<file path="config.mk">
export PLATFORM = sky130hd
export DESIGN_NAME = camb_core
export DESIGN_NICKNAME = d
export VERILOG_FILES = /design/src/design/camb_pkg.sv /design/src/design/camb_alu.sv /design/src/design/camb_mult.sv /design/src/design/camb_core.sv
export SDC_FILE = /design/constraint.sdc
export NUM_CORES = 1
export LEC_CHECK = 0
export BUFFER_PORTS_ARGS = -buffer_cell sky130_fd_sc_hd__buf_4
export CORE_ASPECT_RATIO = 0.8
export CORE_MARGIN = 2
export CORE_UTILIZATION = 50
export CTS_CLUSTER_SIZE = 12
export DETAILED_ROUTE_END_ITERATION = 8
export GPL_ROUTABILITY_DRIVEN = 0
export HOLD_SLACK_MARGIN = 0.08
export PLACE_DENSITY = 0.68
export SETUP_SLACK_MARGIN = 0.5
export SYNTH_ARGS = -nofsm -noshare
export SYNTH_HDL_FRONTEND = slang
export SYNTH_HIERARCHICAL = 1
export SYNTH_SLANG_ARGS = --single-unit
</file>
<file path="constraint.sdc">
create_clock -name clk_i -period 10.35 [get_ports clk_i]
set_clock_uncertainty 0.15 [all_clocks]
set_input_delay 2.07 -clock clk_i [delete_from_list [all_inputs] [get_ports clk_i]]
set_output_delay 2.07 -clock clk_i [all_outputs]
set_load 0.02 [all_outputs]
</file>
<file path="src/design/camb_pkg.sv">
// Shared constants and types for the execution block
package camb_pkg;
   // ----------------------------------------------------------------
   // Instruction word fields
   // ----------------------------------------------------------------
   localparam int INSTR_W = 24;
   localparam int OPC_MSB = 23;
   localparam int RD_MSB = 18;
   localparam int RR_MSB = 13;
   localparam int IMM_MSB = 7;
   localparam int BIT_MSB = 2;
   localparam int OFS_MSB = 6;
   // ----------------------------------------------------------------
   // Operation codes
   // ----------------------------------------------------------------
   localparam logic [4:0] OP_NOP = 5'h00;
   localparam logic [4:0] OP_CLR_BITS = 5'h01;
   localparam logic [4:0] OP_REG_TEST = 5'h02;
   localparam logic [4:0] OP_MPY_U = 5'h03;
   localparam logic [4:0] OP_MPY_S = 5'h04;
   localparam logic [4:0] OP_MPY_SU = 5'h05;
   localparam logic [4:0] OP_FMPY_U = 5'h06;
   localparam logic [4:0] OP_FMPY_S = 5'h07;
   localparam logic [4:0] OP_FMPY_SU = 5'h08;
   localparam logic [4:0] OP_IND_JUMP = 5'h09;
   localparam logic [4:0] OP_IND_CALL = 5'h0a;
   localparam logic [4:0] OP_SKIP_EQ = 5'h0b;
   localparam logic [4:0] OP_SKIP_RCLR = 5'h0c;
   localparam logic [4:0] OP_SKIP_RSET = 5'h0d;
   localparam logic [4:0] OP_SKIP_IOCLR = 5'h0e;
   localparam logic [4:0] OP_SKIP_IOSET = 5'h0f;
   localparam logic [4:0] OP_CMP_REG = 5'h10;
   localparam logic [4:0] OP_CMP_CARRY = 5'h11;
   localparam logic [4:0] OP_CMP_IMM = 5'h12;
   localparam logic [4:0] OP_BR_FSET = 5'h13;
   localparam logic [4:0] OP_BR_FCLR = 5'h14;
   localparam logic [4:0] OP_BR_ZSET = 5'h15;
   localparam logic [4:0] OP_BR_ZCLR = 5'h16;
   localparam logic [4:0] OP_BR_CSET = 5'h17;
   localparam logic [4:0] OP_BR_CCLR = 5'h18;
   // ----------------------------------------------------------------
   // Status flag positions, fixed registers, reset values
   // ----------------------------------------------------------------
   localparam int FLG_C = 0;
   localparam int FLG_Z = 1;
   localparam int FLG_N = 2;
   localparam int FLG_V = 3;
   localparam int FLG_H = 5;
   localparam logic [7:0] CLR_MASK = 8'hff;
   localparam logic [4:0] ZPTR_LO = 5'h1e;
   localparam logic [4:0] ZPTR_HI = 5'h1f;
   localparam logic [7:0] STATUS_RST = 8'h00;
   localparam logic [15:0] PC_RST = 16'h0000;
   localparam logic RUN_RST = 1'b1;
   // ----------------------------------------------------------------
   // Bus register map (byte addresses)
   // ----------------------------------------------------------------
   localparam int ADR_W = 8;
   localparam logic [7:0] REG_STATUS = 8'h80;
   localparam logic [7:0] REG_PC = 8'h84;
   localparam logic [7:0] REG_SP = 8'h88;
   localparam logic [7:0] REG_CTRL = 8'h8c;
   typedef enum logic [2:0] {
      ST_RUN = 3'b001,
      ST_MULT = 3'b010,
      ST_HOLD = 3'b100
   } camb_state_t;
endpackage

</file>
<file path="src/design/camb_alu.sv">
// Subtract and logic unit with status flag outputs
`timescale 1ns/1ps
module camb_alu (
   input wire logic [7:0] a_i, // First operand
   input wire logic [7:0] b_i, // Second operand
   input wire logic c_i, // Borrow in
   input wire logic z_i, // Previous zero flag
   input wire logic sub_i, // 1 subtract, 0 and
   input wire logic chain_i, // Zero flag chains previous value
   output logic [7:0] res_o, // Result
   output logic z_o, // Zero
   output logic n_o, // Negative
   output logic v_o, // Overflow
   output logic c_o, // Borrow out
   output logic h_o // Half borrow
);
   logic [8:0] diff;
   assign diff = {1'b0, a_i} - {1'b0, b_i} - {8'h00, c_i};
   assign res_o = sub_i ? diff[7:0] : (a_i & b_i);
   assign z_o = ~|res_o & (chain_i ? z_i : 1'b1);
   assign n_o = res_o[7];
   assign v_o = sub_i & ((a_i[7] & ~b_i[7] & ~res_o[7]) | (~a_i[7] & b_i[7] & res_o[7]));
   assign c_o = sub_i & ((~a_i[7] & b_i[7]) | (b_i[7] & res_o[7]) | (res_o[7] & ~a_i[7]));
   assign h_o = sub_i & ((~a_i[3] & b_i[3]) | (b_i[3] & res_o[3]) | (res_o[3] & ~a_i[3]));
endmodule // camb_alu

</file>
<file path="src/design/camb_mult.sv">
// Two-cycle multiplier: operands captured, product formed next cycle
`timescale 1ns/1ps
module camb_mult #(
   parameter int W = 8
) (
   input wire logic clk_i, // Clock
   input wire logic start_i, // Capture operands
   input wire logic sgn_a_i, // First operand signed
   input wire logic sgn_b_i, // Second operand signed
   input wire logic frac_i, // Fractional form
   input wire logic [W-1:0] a_i, // First operand
   input wire logic [W-1:0] b_i, // Second operand
   output logic [2*W-1:0] prod_o, // Product to write
   output logic z_o, // Written product is zero
   output logic c_o // Top bit of unshifted product
);
   logic [W:0] xa;
   logic [W:0] xb;
   logic frac;
   logic signed [2*W+1:0] full;
   logic [2*W-1:0] raw;
   always_ff @(posedge clk_i) begin
      if (start_i) begin
         xa <= {sgn_a_i & a_i[W-1], a_i};
         xb <= {sgn_b_i & b_i[W-1], b_i};
         frac <= frac_i;
      end
   end
   assign full = $signed(xa) * $signed(xb);
   assign raw = full[2*W-1:0];
   assign prod_o = frac ? {raw[2*W-2:0], 1'b0} : raw;
   assign c_o = raw[2*W-1];
   assign z_o = (prod_o == '0);
endmodule // camb_mult

</file>
<file path="src/design/camb_core.sv">
// Execution core for logic, multiply, indirect jump, compare, skip and branch
`timescale 1ns/1ps
module camb_core import camb_pkg::*; #(
   parameter int STACK_DEPTH = 16
) (
   input wire logic clk_i, // Clock, 250 MHz
   input wire logic rst_i, // Synchronous reset, high
   input wire logic cyc_i, // Wishbone cycle
   input wire logic stb_i, // Wishbone strobe
   input wire logic we_i, // Wishbone write
   input wire logic [ADR_W-1:0] adr_i, // Wishbone byte address
   input wire logic [31:0] dat_i, // Wishbone write data
   input wire logic [3:0] sel_i, // Wishbone byte lanes
   output logic [31:0] dat_o, // Wishbone read data
   output logic ack_o, // Wishbone acknowledge
   input wire logic instr_valid_i, // Instruction offered
   input wire logic [INSTR_W-1:0] instr_i, // Instruction word
   input wire logic next_long_i, // Following instruction is two words
   input wire logic [7:0] io_byte_i, // I/O register named by instruction
   output logic ready_o, // Instruction taken this edge if valid
   output logic [15:0] pc_o, // Program counter
   output logic [7:0] status_o // Status flags
);
   localparam int SPW = $clog2(STACK_DEPTH);
   // ----------------------------------------------------------------
   // State
   // ----------------------------------------------------------------
   logic [7:0] gpr [0:31];
   logic [15:0] stack [0:STACK_DEPTH-1];
   logic [SPW-1:0] sp;
   logic run;
   camb_state_t state;
   camb_state_t next_state;
   logic [1:0] cnt;
   logic [1:0] next_cnt;
   // ----------------------------------------------------------------
   // Decode
   // ----------------------------------------------------------------
   logic [4:0] opc;
   logic [4:0] rd;
   logic [4:0] rr;
   logic [7:0] kimm;
   logic [2:0] bsel;
   logic [6:0] ofs;
   logic [7:0] vd;
   logic [7:0] vr;
   logic acc;
   logic is_mult;
   logic is_logic;
   logic is_cmp;
   logic is_skip;
   logic is_br;
   assign opc = instr_i[OPC_MSB -: 5];
   assign rd = instr_i[RD_MSB -: 5];
   assign rr = instr_i[RR_MSB -: 5];
   assign kimm = instr_i[IMM_MSB -: 8];
   assign bsel = instr_i[BIT_MSB -: 3];
   assign ofs = instr_i[OFS_MSB -: 7];
   assign vd = gpr[rd];
   assign vr = gpr[rr];
   assign acc = instr_valid_i && ready_o;
   assign is_mult = (opc >= OP_MPY_U) && (opc <= OP_FMPY_SU);
   assign is_logic = (opc == OP_CLR_BITS) || (opc == OP_REG_TEST);
   assign is_cmp = (opc >= OP_CMP_REG) && (opc <= OP_CMP_IMM);
   assign is_skip = (opc >= OP_SKIP_EQ) && (opc <= OP_SKIP_IOSET);
   assign is_br = (opc >= OP_BR_FSET) && (opc <= OP_BR_CCLR);
   // ----------------------------------------------------------------
   // Compare and logic unit
   // ----------------------------------------------------------------
   logic [7:0] alu_b;
   logic [7:0] alu_res;
   logic alu_z;
   logic alu_n;
   logic alu_v;
   logic alu_c;
   logic alu_h;
   assign alu_b = (opc == OP_CLR_BITS) ? (CLR_MASK - kimm) :
                  (opc == OP_REG_TEST) ? vd :
                  (opc == OP_CMP_IMM) ? kimm : vr;
   camb_alu u_alu (
      .a_i(vd),
      .b_i(alu_b),
      .c_i((opc == OP_CMP_CARRY) & status_o[FLG_C]),
      .z_i(status_o[FLG_Z]),
      .sub_i(is_cmp),
      .chain_i(opc == OP_CMP_CARRY),
      .res_o(alu_res),
      .z_o(alu_z),
      .n_o(alu_n),
      .v_o(alu_v),
      .c_o(alu_c),
      .h_o(alu_h)
   );
   // ----------------------------------------------------------------
   // Multiplier
   // ----------------------------------------------------------------
   logic [15:0] mult_prod;
   logic mult_z;
   logic mult_c;
   camb_mult #(.W(8)) u_mult (
      .clk_i(clk_i),
      .start_i(acc && is_mult),
      .sgn_a_i((opc == OP_MPY_S) || (opc == OP_MPY_SU) || (opc == OP_FMPY_S) ||
               (opc == OP_FMPY_SU)),
      .sgn_b_i((opc == OP_MPY_S) || (opc == OP_FMPY_S)),
      .frac_i(opc >= OP_FMPY_U),
      .a_i(vd),
      .b_i(vr),
      .prod_o(mult_prod),
      .z_o(mult_z),
      .c_o(mult_c)
   );
   // ----------------------------------------------------------------
   // Skip, branch and next program counter
   // ----------------------------------------------------------------
   logic skip_now;
   logic [2:0] br_sel;
   logic br_want;
   logic br_taken;
   logic [15:0] zptr;
   logic [15:0] br_target;
   logic [15:0] skip_pc;
   logic [15:0] acc_pc;
   logic [1:0] extra;
   assign skip_now = (opc == OP_SKIP_EQ) ? (vd == vr) :
                     (opc == OP_SKIP_RCLR) ? ~vr[bsel] :
                     (opc == OP_SKIP_RSET) ? vr[bsel] :
                     (opc == OP_SKIP_IOCLR) ? ~io_byte_i[bsel] :
                     (opc == OP_SKIP_IOSET) ? io_byte_i[bsel] : 1'b0;
   assign br_sel = ((opc == OP_BR_FSET) || (opc == OP_BR_FCLR)) ? bsel :
                   ((opc == OP_BR_ZSET) || (opc == OP_BR_ZCLR)) ? 3'(FLG_Z) : 3'(FLG_C);
   assign br_want = (opc == OP_BR_FSET) || (opc == OP_BR_ZSET) || (opc == OP_BR_CSET);
   assign br_taken = is_br && (status_o[br_sel] == br_want);
   assign zptr = {gpr[ZPTR_HI], gpr[ZPTR_LO]};
   assign br_target = pc_o + 16'h0001 + {{9{ofs[6]}}, ofs};
   assign skip_pc = pc_o + (next_long_i ? 16'h0003 : 16'h0002);
   assign acc_pc = ((opc == OP_IND_JUMP) || (opc == OP_IND_CALL)) ? zptr :
                   (is_skip && skip_now) ? skip_pc :
                   br_taken ? br_target : pc_o + 16'h0001;

   // Cycles beyond the first that the taken instruction occupies
   function automatic logic [1:0] camb_extra(input logic [4:0] op, input logic mult,
                                             input logic sk, input logic lg, input logic tk);
      logic [1:0] e;
      e = 2'd0;
      if (op == OP_IND_CALL) begin
         e = 2'd3;
      end else if (mult || op == OP_IND_JUMP || tk) begin
         e = 2'd1;
      end else if (sk) begin
         e = lg ? 2'd2 : 2'd1;
      end
      return e;
   endfunction

   assign extra = camb_extra(opc, is_mult, is_skip && skip_now, next_long_i, br_taken);
   // ----------------------------------------------------------------
   // Sequencer
   // ----------------------------------------------------------------
   always_comb begin
      next_state = state;
      next_cnt = cnt;
      unique case (state)
         ST_RUN: begin
            if (acc && extra != 2'd0) begin
               next_state = is_mult ? ST_MULT : ST_HOLD;
               next_cnt = extra - 2'd1;
            end
         end
         ST_MULT: next_state = ST_RUN;
         ST_HOLD: begin
            if (cnt == 2'd0) begin
               next_state = ST_RUN;
            end else begin
               next_cnt = cnt - 2'd1;
            end
         end
      endcase
   end
   // ----------------------------------------------------------------
   // Bus decode
   // ----------------------------------------------------------------
   logic bus_req;
   logic bus_wr;
   logic hit_gpr;
   logic next_run;
   logic [31:0] rdata;
   assign bus_req = cyc_i && stb_i;
   // Write lands at the edge where ack is seen high
   assign bus_wr = bus_req && we_i && ack_o;
   assign hit_gpr = (adr_i[7] == 1'b0);
   assign next_run = (bus_wr && adr_i == REG_CTRL && sel_i[0]) ? dat_i[0] : run;
   assign rdata = hit_gpr ? {24'h000000, gpr[adr_i[6:2]]} :
                  (adr_i == REG_STATUS) ? {24'h000000, status_o} :
                  (adr_i == REG_PC) ? {16'h0000, pc_o} :
                  (adr_i == REG_SP) ? {{(32-SPW){1'b0}}, sp} :
                  (adr_i == REG_CTRL) ? {31'h0, run} : 32'h00000000;

   always_ff @(posedge clk_i) begin
      if (rst_i) begin
         ack_o <= 1'b0;
         dat_o <= 32'h00000000;
      end else begin
         ack_o <= bus_req && !ack_o;
         if (bus_req && !ack_o) begin
            dat_o <= rdata;
         end
      end
   end
   // ----------------------------------------------------------------
   // Control registers
   // ----------------------------------------------------------------
   always_ff @(posedge clk_i) begin
      if (rst_i) begin
         state <= ST_RUN;
         cnt <= 2'd0;
         run <= RUN_RST;
         ready_o <= RUN_RST;
         pc_o <= PC_RST;
         sp <= '0;
      end else begin
         state <= next_state;
         cnt <= next_cnt;
         run <= next_run;
         ready_o <= (next_state == ST_RUN) && next_run;
         if (acc) begin
            pc_o <= acc_pc;
         end else if (bus_wr && !run && adr_i == REG_PC) begin
            pc_o <= {sel_i[1] ? dat_i[15:8] : pc_o[15:8], sel_i[0] ? dat_i[7:0] : pc_o[7:0]};
         end
         if (acc && opc == OP_IND_CALL) begin
            sp <= sp + 1'b1;
         end
      end
   end

   always_ff @(posedge clk_i) begin
      if (rst_i) begin
         status_o <= STATUS_RST;
      end else if (state == ST_MULT) begin
         status_o[FLG_Z] <= mult_z;
         status_o[FLG_C] <= mult_c;
      end else if (acc && is_logic) begin
         status_o[FLG_Z] <= alu_z;
         status_o[FLG_N] <= alu_n;
         status_o[FLG_V] <= 1'b0;
      end else if (acc && is_cmp) begin
         status_o[FLG_Z] <= alu_z;
         status_o[FLG_N] <= alu_n;
         status_o[FLG_V] <= alu_v;
         status_o[FLG_C] <= alu_c;
         status_o[FLG_H] <= alu_h;
      end else if (bus_wr && !run && adr_i == REG_STATUS && sel_i[0]) begin
         status_o <= dat_i[7:0];
      end
   end
   // ----------------------------------------------------------------
   // Register file and return stack
   // ----------------------------------------------------------------
   always_ff @(posedge clk_i) begin
      if (state == ST_MULT) begin
         gpr[0] <= mult_prod[7:0];
         gpr[1] <= mult_prod[15:8];
      end else if (acc && opc == OP_CLR_BITS) begin
         gpr[rd] <= alu_res;
      end else if (bus_wr && !run && hit_gpr && sel_i[0]) begin
         gpr[adr_i[6:2]] <= dat_i[7:0];
      end
      if (acc && opc == OP_IND_CALL) begin
         stack[sp] <= pc_o + 16'h0001;
      end
   end
endmodule // camb_core

</file>
# Word-level counts from Yosys, hierarchy flattened
# Memory sizes are Yosys's and may differ from the RTL's.
# Cells that the tools add are included.
[word_totals]
in_bits = 83
register_bits = 87
rom_bits = 0
ramBits = 256
output_inout_bits = 58
word_cells = 231
latchBits = 0
memories = 1
[classes]
n_eq_ne = 33
magnitude_cmp = 11
addsub = 9
n_bitwise = 32
n_reduce_logical = 62
mux = 65
n_shift = 0
div = 0
n_mul = 1
[mem_list]
columns = ["name", "words", "word_bits", "read_ports", "rd_ports_with_merged_regs", "write_ports", "line_no", "source"]
rows = [
  ["gpr", 32, 8, 5, 0, 2, "camb_core.sv:28", "logic [7:0] gpr [0:31];"],
]
[ops]
columns = ["op", "count"]
rows = [
  ["$mux W16", 9],
  ["$mux W8", 8],
  ["$eq A5 B4 Y1 const B", 8],
  ["$eq A5 B5 Y1 const B", 7],
  ["$eq A8 B8 Y1 const B", 4],
  ["$logic_and A1 B1 Y1", 26],
  ["$mux W1", 26],
  ["$reduce_or A8 Y1", 3],
  ["$add A16 B1 Y16 const B", 1],
  ["$add A16 B16 Y16", 1],
  ["$add A16 B2 Y16", 1],
  ["$and A1 B1 Y1", 16],
  ["$logic_not A16 Y1", 1],
  ["$mul A9 B9 Y16", 1],
  ["$eq A5 B3 Y1 const B", 3],
  ["$mux W3", 5],
  ["$mux W2", 7],
  ["$logic_or A1 B1 Y1", 12],
  ["$reduce_bool A2 Y1", 6],
  ["$ge A5 B5 Y1 const B", 2],
  ["$le A5 B4 Y1 const B", 2],
  ["$le A5 B5 Y1 const B", 2],
  ["$mux W5", 2],
  ["$not A1 Y1", 10],
  ["31 further kinds", 50],
]

# Longest topological paths before layout
[logic_depth]
ltp_word = 17
ltp_mapped = 24
depth_no_buf = 21

# By module
# Netlist, hierarchy kept.
[modules_own_cells]
columns = ["mod", "instances", "cells_per_inst", "seq_area_each_um2", "area_each_um2"]
rows = [
  ["camb_core", 1, 1547, 8728.4, 19776.5],
  ["camb_mult", 1, 363, 570.5, 3559.7],
  ["camb_alu", 1, 105, 0.0, 782.0],
]

# Worst setup path before layout
# OpenSTA, ideal clock, no wires.
[synth_timing]
path_kind = "input -> register"
start = "input port instr_i[15]"
end = "memory gpr[10][7], data pin"
cell_stages = 20
setup_ns = 0.262
t_arrival_ns = 6.045
path_buffers = 5
slack_ns = 3.893
t_required_ns = 9.938
path_cell_list = "buf_4 buf_6 buf_4 buf_4 mux4_2 o22ai_1 nor4_2 a21oi_1 o22ai_1 inv_1 fa_1 inv_1 ha_1 o21ai_2 a21oi_1 o211a_1 nor3_1 buf_4 mux2i_1 inv_1"
[synth_rtl]
columns = ["element", "line_no", "source"]
rows = [
  ["start, declared", "camb_core.sv:17", "input wire logic [INSTR_W-1:0] instr_i,"],
  ["end, declared", "camb_core.sv:28", ""],
]

==> results.ini <==
[status]
status = finished, final reports clean

[critical_path]
rr_endpoint = gpr[1][7]
critPathSlowestCell = inv_1
rr_worst_depth = 17
crit_start = instr_i[15]
crit_chain = buf_4 > buf_4 > mux4_2 > and3_1 > a31oi_1 > nand4_1 > a21oi_1 > o22ai_1 > ha_1 > inv_1 > ha_1 > o211ai_1 > o21ai_0 > xnor2_1 > o21ai_0 > mux2i_1 > inv_1
crit_type = primary input to register
path_max_fanout = 44
cp_slowest_stage_delay_ns = 0.91
r2r_start = u_mult/xa[7]
cp.required_ns = 10.39
cp-end-kind = register
r2r_setup_slack_ns = 4.49
crit_end = gpr[28][6]
crit_path_start_kind = primary input
worst_ep_arrival_time_ns = 7.78

[timing]
clock.fmax_mhz = 129
hold_viol_final = 0
setup_tns_ns = 0
post-route-period-util = 0.748
finalSetupViolCount = 0
grt_setup_unrepaired = false
period_minus_slack_ns = 7.74
relSlewSlack = 0.0905
tightest_slew_ns = 1.36
maxSlewViolCount = 0

[die]
num_rows = 71
core_region_area_um2 = 47300
die_w_um = 250
dieArea_um2 = 50000
start_util = 0.509
dieHeight_um = 200
io_pins = 141

[yosys]
synthArstFlopShare = 0
syn-cell-area_um2 = 24100
synthTopCellsByArea = edfxtp_1, mux4_2, fa_1, mux2i_1, dfxtp_1
synth_common_cells = edfxtp_1, mux4_2, nor2_1, nand2_1, inv_1
ys_types = 93
synth_ff_type = edfxtp_1
syn_area_per_cell_um2 = 12.0
yosysWarnings = 6
synth_cells = 2015
synth.top_cell.area_share = 0.342
synth_seq_cells = 327
synth_top_area_cell = edfxtp_1
seq_area_frac_synth = 0.386
synth_edf_count = 275
synthMostInstantiatedCell = edfxtp_1

[worst_hold_path]
hp-class = register to register

[placement]
dp_hpwl_mm = 54.3
placed_cells = 2626
io_buffers = 105

[routing]
dr_total_vias = 18237
viasPerCell = 6.77
totalWireLength_mm = 74.9
ant_nets = 0
post_drt_wl_per_cell_um = 27.8
drt-pass1-iter-count = 7
drt_iter0_drc = 2262
remaining_drc_errors = 0

[clocking]
clk_path_buf_depth = 3
cts_made_buffers = 37
cts-htree-levels = 2
hold_buffers = 0
numClockSinks = 327
clk_latency_ns = 0.57
clk_pin_slew_worst_paths_ns = 0.06
cts-root-buf = clkbuf_16
cts_setup_buffers = 0
postCtsResizedCells = 0
cts_tree = yes

[grt]
grt_max_degree = 49
grt_pass1_wl_mm = 113
grt_overflow = 0
grtUsageTotal = 0.299
grt_pass1_vias = 17483
antenna_found_initial = 3

[job]
maxCapViolations = 0

[power_and_ir_drop]
p_leak_nw = 9.77
ir_worst_vdd_mv = 0.0996
p_per_area_nw_per_um2 = 147

[cells_and_area]
drive_gt1_frac = 0.197
final_nets = 2267
final_cells = 2695
syn2layout_area_growth_pct = 8.62

## how the worst min path moves through the flow
stage,cells after the start,startpoint,slack [ns],end
global placement,2,cnt[0],0.33,cnt[0]
finish,2,dat_o[0],0.35,dat_o[0]
CTS,2,dat_o[0],0.35,dat_o[0]
detailed placement,2,dat_o[3],0.34,dat_o[3]
global route,2,cnt[0],0.39,cnt[0]
floorplan,2,cnt[0],0.31,cnt[0]
## cell type report
class / instances / area, um^2
antenna: 3 / 7.51
clock buffer: 57 / 1060
clock inverter: 9 / 86.3
fill: 3978 / 21200
inverter: 129 / 484
multi-input combinational: 1430 / 13600
sequential: 327 / 9300
tap: 620 / 776
timing repair buffer: 120 / 901
## worst max-delay path, delay by kind of cell
| family | cells | cell delay (ns) |
|---|---|---|
| adders and majority gates | 2 | 0.52 |
| AOI/OAI and AO/OA | 6 | 1.33 |
| and+or+nand+nor | 2 | 0.68 |
| buffers and inverters | 4 | 2.13 |
| muxes | 2 | 0.78 |
| xor gates and xnor gates | 1 | 0.15 |
## flip-flops by register name, summed over array words and instances (netlist names)
| name | cells |
|---|---|
| cnt | 2 |
| state | 3 |
| ack_o | 1 |
| u_mult/frac | 1 |
| sp | 4 |
| status_o | 8 |
| pc_o | 16 |
| run | 1 |
| dat_o | 16 |
| u_mult/xa | 9 |
| gpr | 256 |
| u_mult/xb | 9 |
| ready_o | 1 |
## where the power goes
| part | internal, mW | switching (mW) |
|---|---|---|
| Combinational | 0.415 | 0.637 |
| Clock | 0.735 | 0.550 |
| Sequential | 1.49 | 0.0318 |
## metrics by stage
step	util	power, mW	setup slack (ns)	hold slack [ns]	instance area [um^2]
6_report	0.553	3.86	2.61	0.353	26200
5_1_grt	0.553	4.01	2.19	0.391	26200
4_1_cts	0.553	3.85	2.73	0.351	26200
3_5_place_dp	0.529	2.58	2.17	0.342	25000
3_3_place_gp	0.529	2.57	2.32	0.335	25000
2_1_floorplan	-	2.29	3.89	0.315	24200
## cells by family after synthesis
logic type / count (synthesis) / synth area share
xor+xnor: 72 / 0.0261
mux: 321 / 0.236
fa+ha+maj: 139 / 0.0927
compound gates: 326 / 0.0910
flops: 327 / 0.386
other cells: 1 / 0.000155
simple gates: 556 / 0.115
buf+inv: 273 / 0.0537
## routing by layer
layer / up-vias / global-route usage / wire length [um]
met3: 213 / 0.0923 / 9880
li1: 7680 / - / -
met2: 1239 / 0.438 / 32500
met5: - / 0 / 0
met1: 9105 / 0.419 / 29400
met4: 0 / 0.113 / 3140
## cells in the final DEF (no fill, tap or decap), types with 12 or more instances in the layout
master / instances
a211oi_1: 14
a21oi_1: 92
a22oi_1: 53
and2_1: 41
buf_4: 120
clkbuf_1: 14
clkbuf_16: 38
conb_1: 16
dfxtp_1: 52
edfxtp_1: 275
fa_1: 66
ha_1: 73
inv_1: 126
mux2_2: 13
mux2i_1: 111
mux4_2: 189
nand2_1: 133
nand2b_1: 22
nand3_1: 39
nand4_1: 17
nor2_1: 174
nor2b_1: 19
nor3_1: 31
o211ai_1: 12
o21ai_0: 44
o22ai_1: 27
xnor2_1: 47
xor2_1: 25
Power figures use the tool's default switching activity.
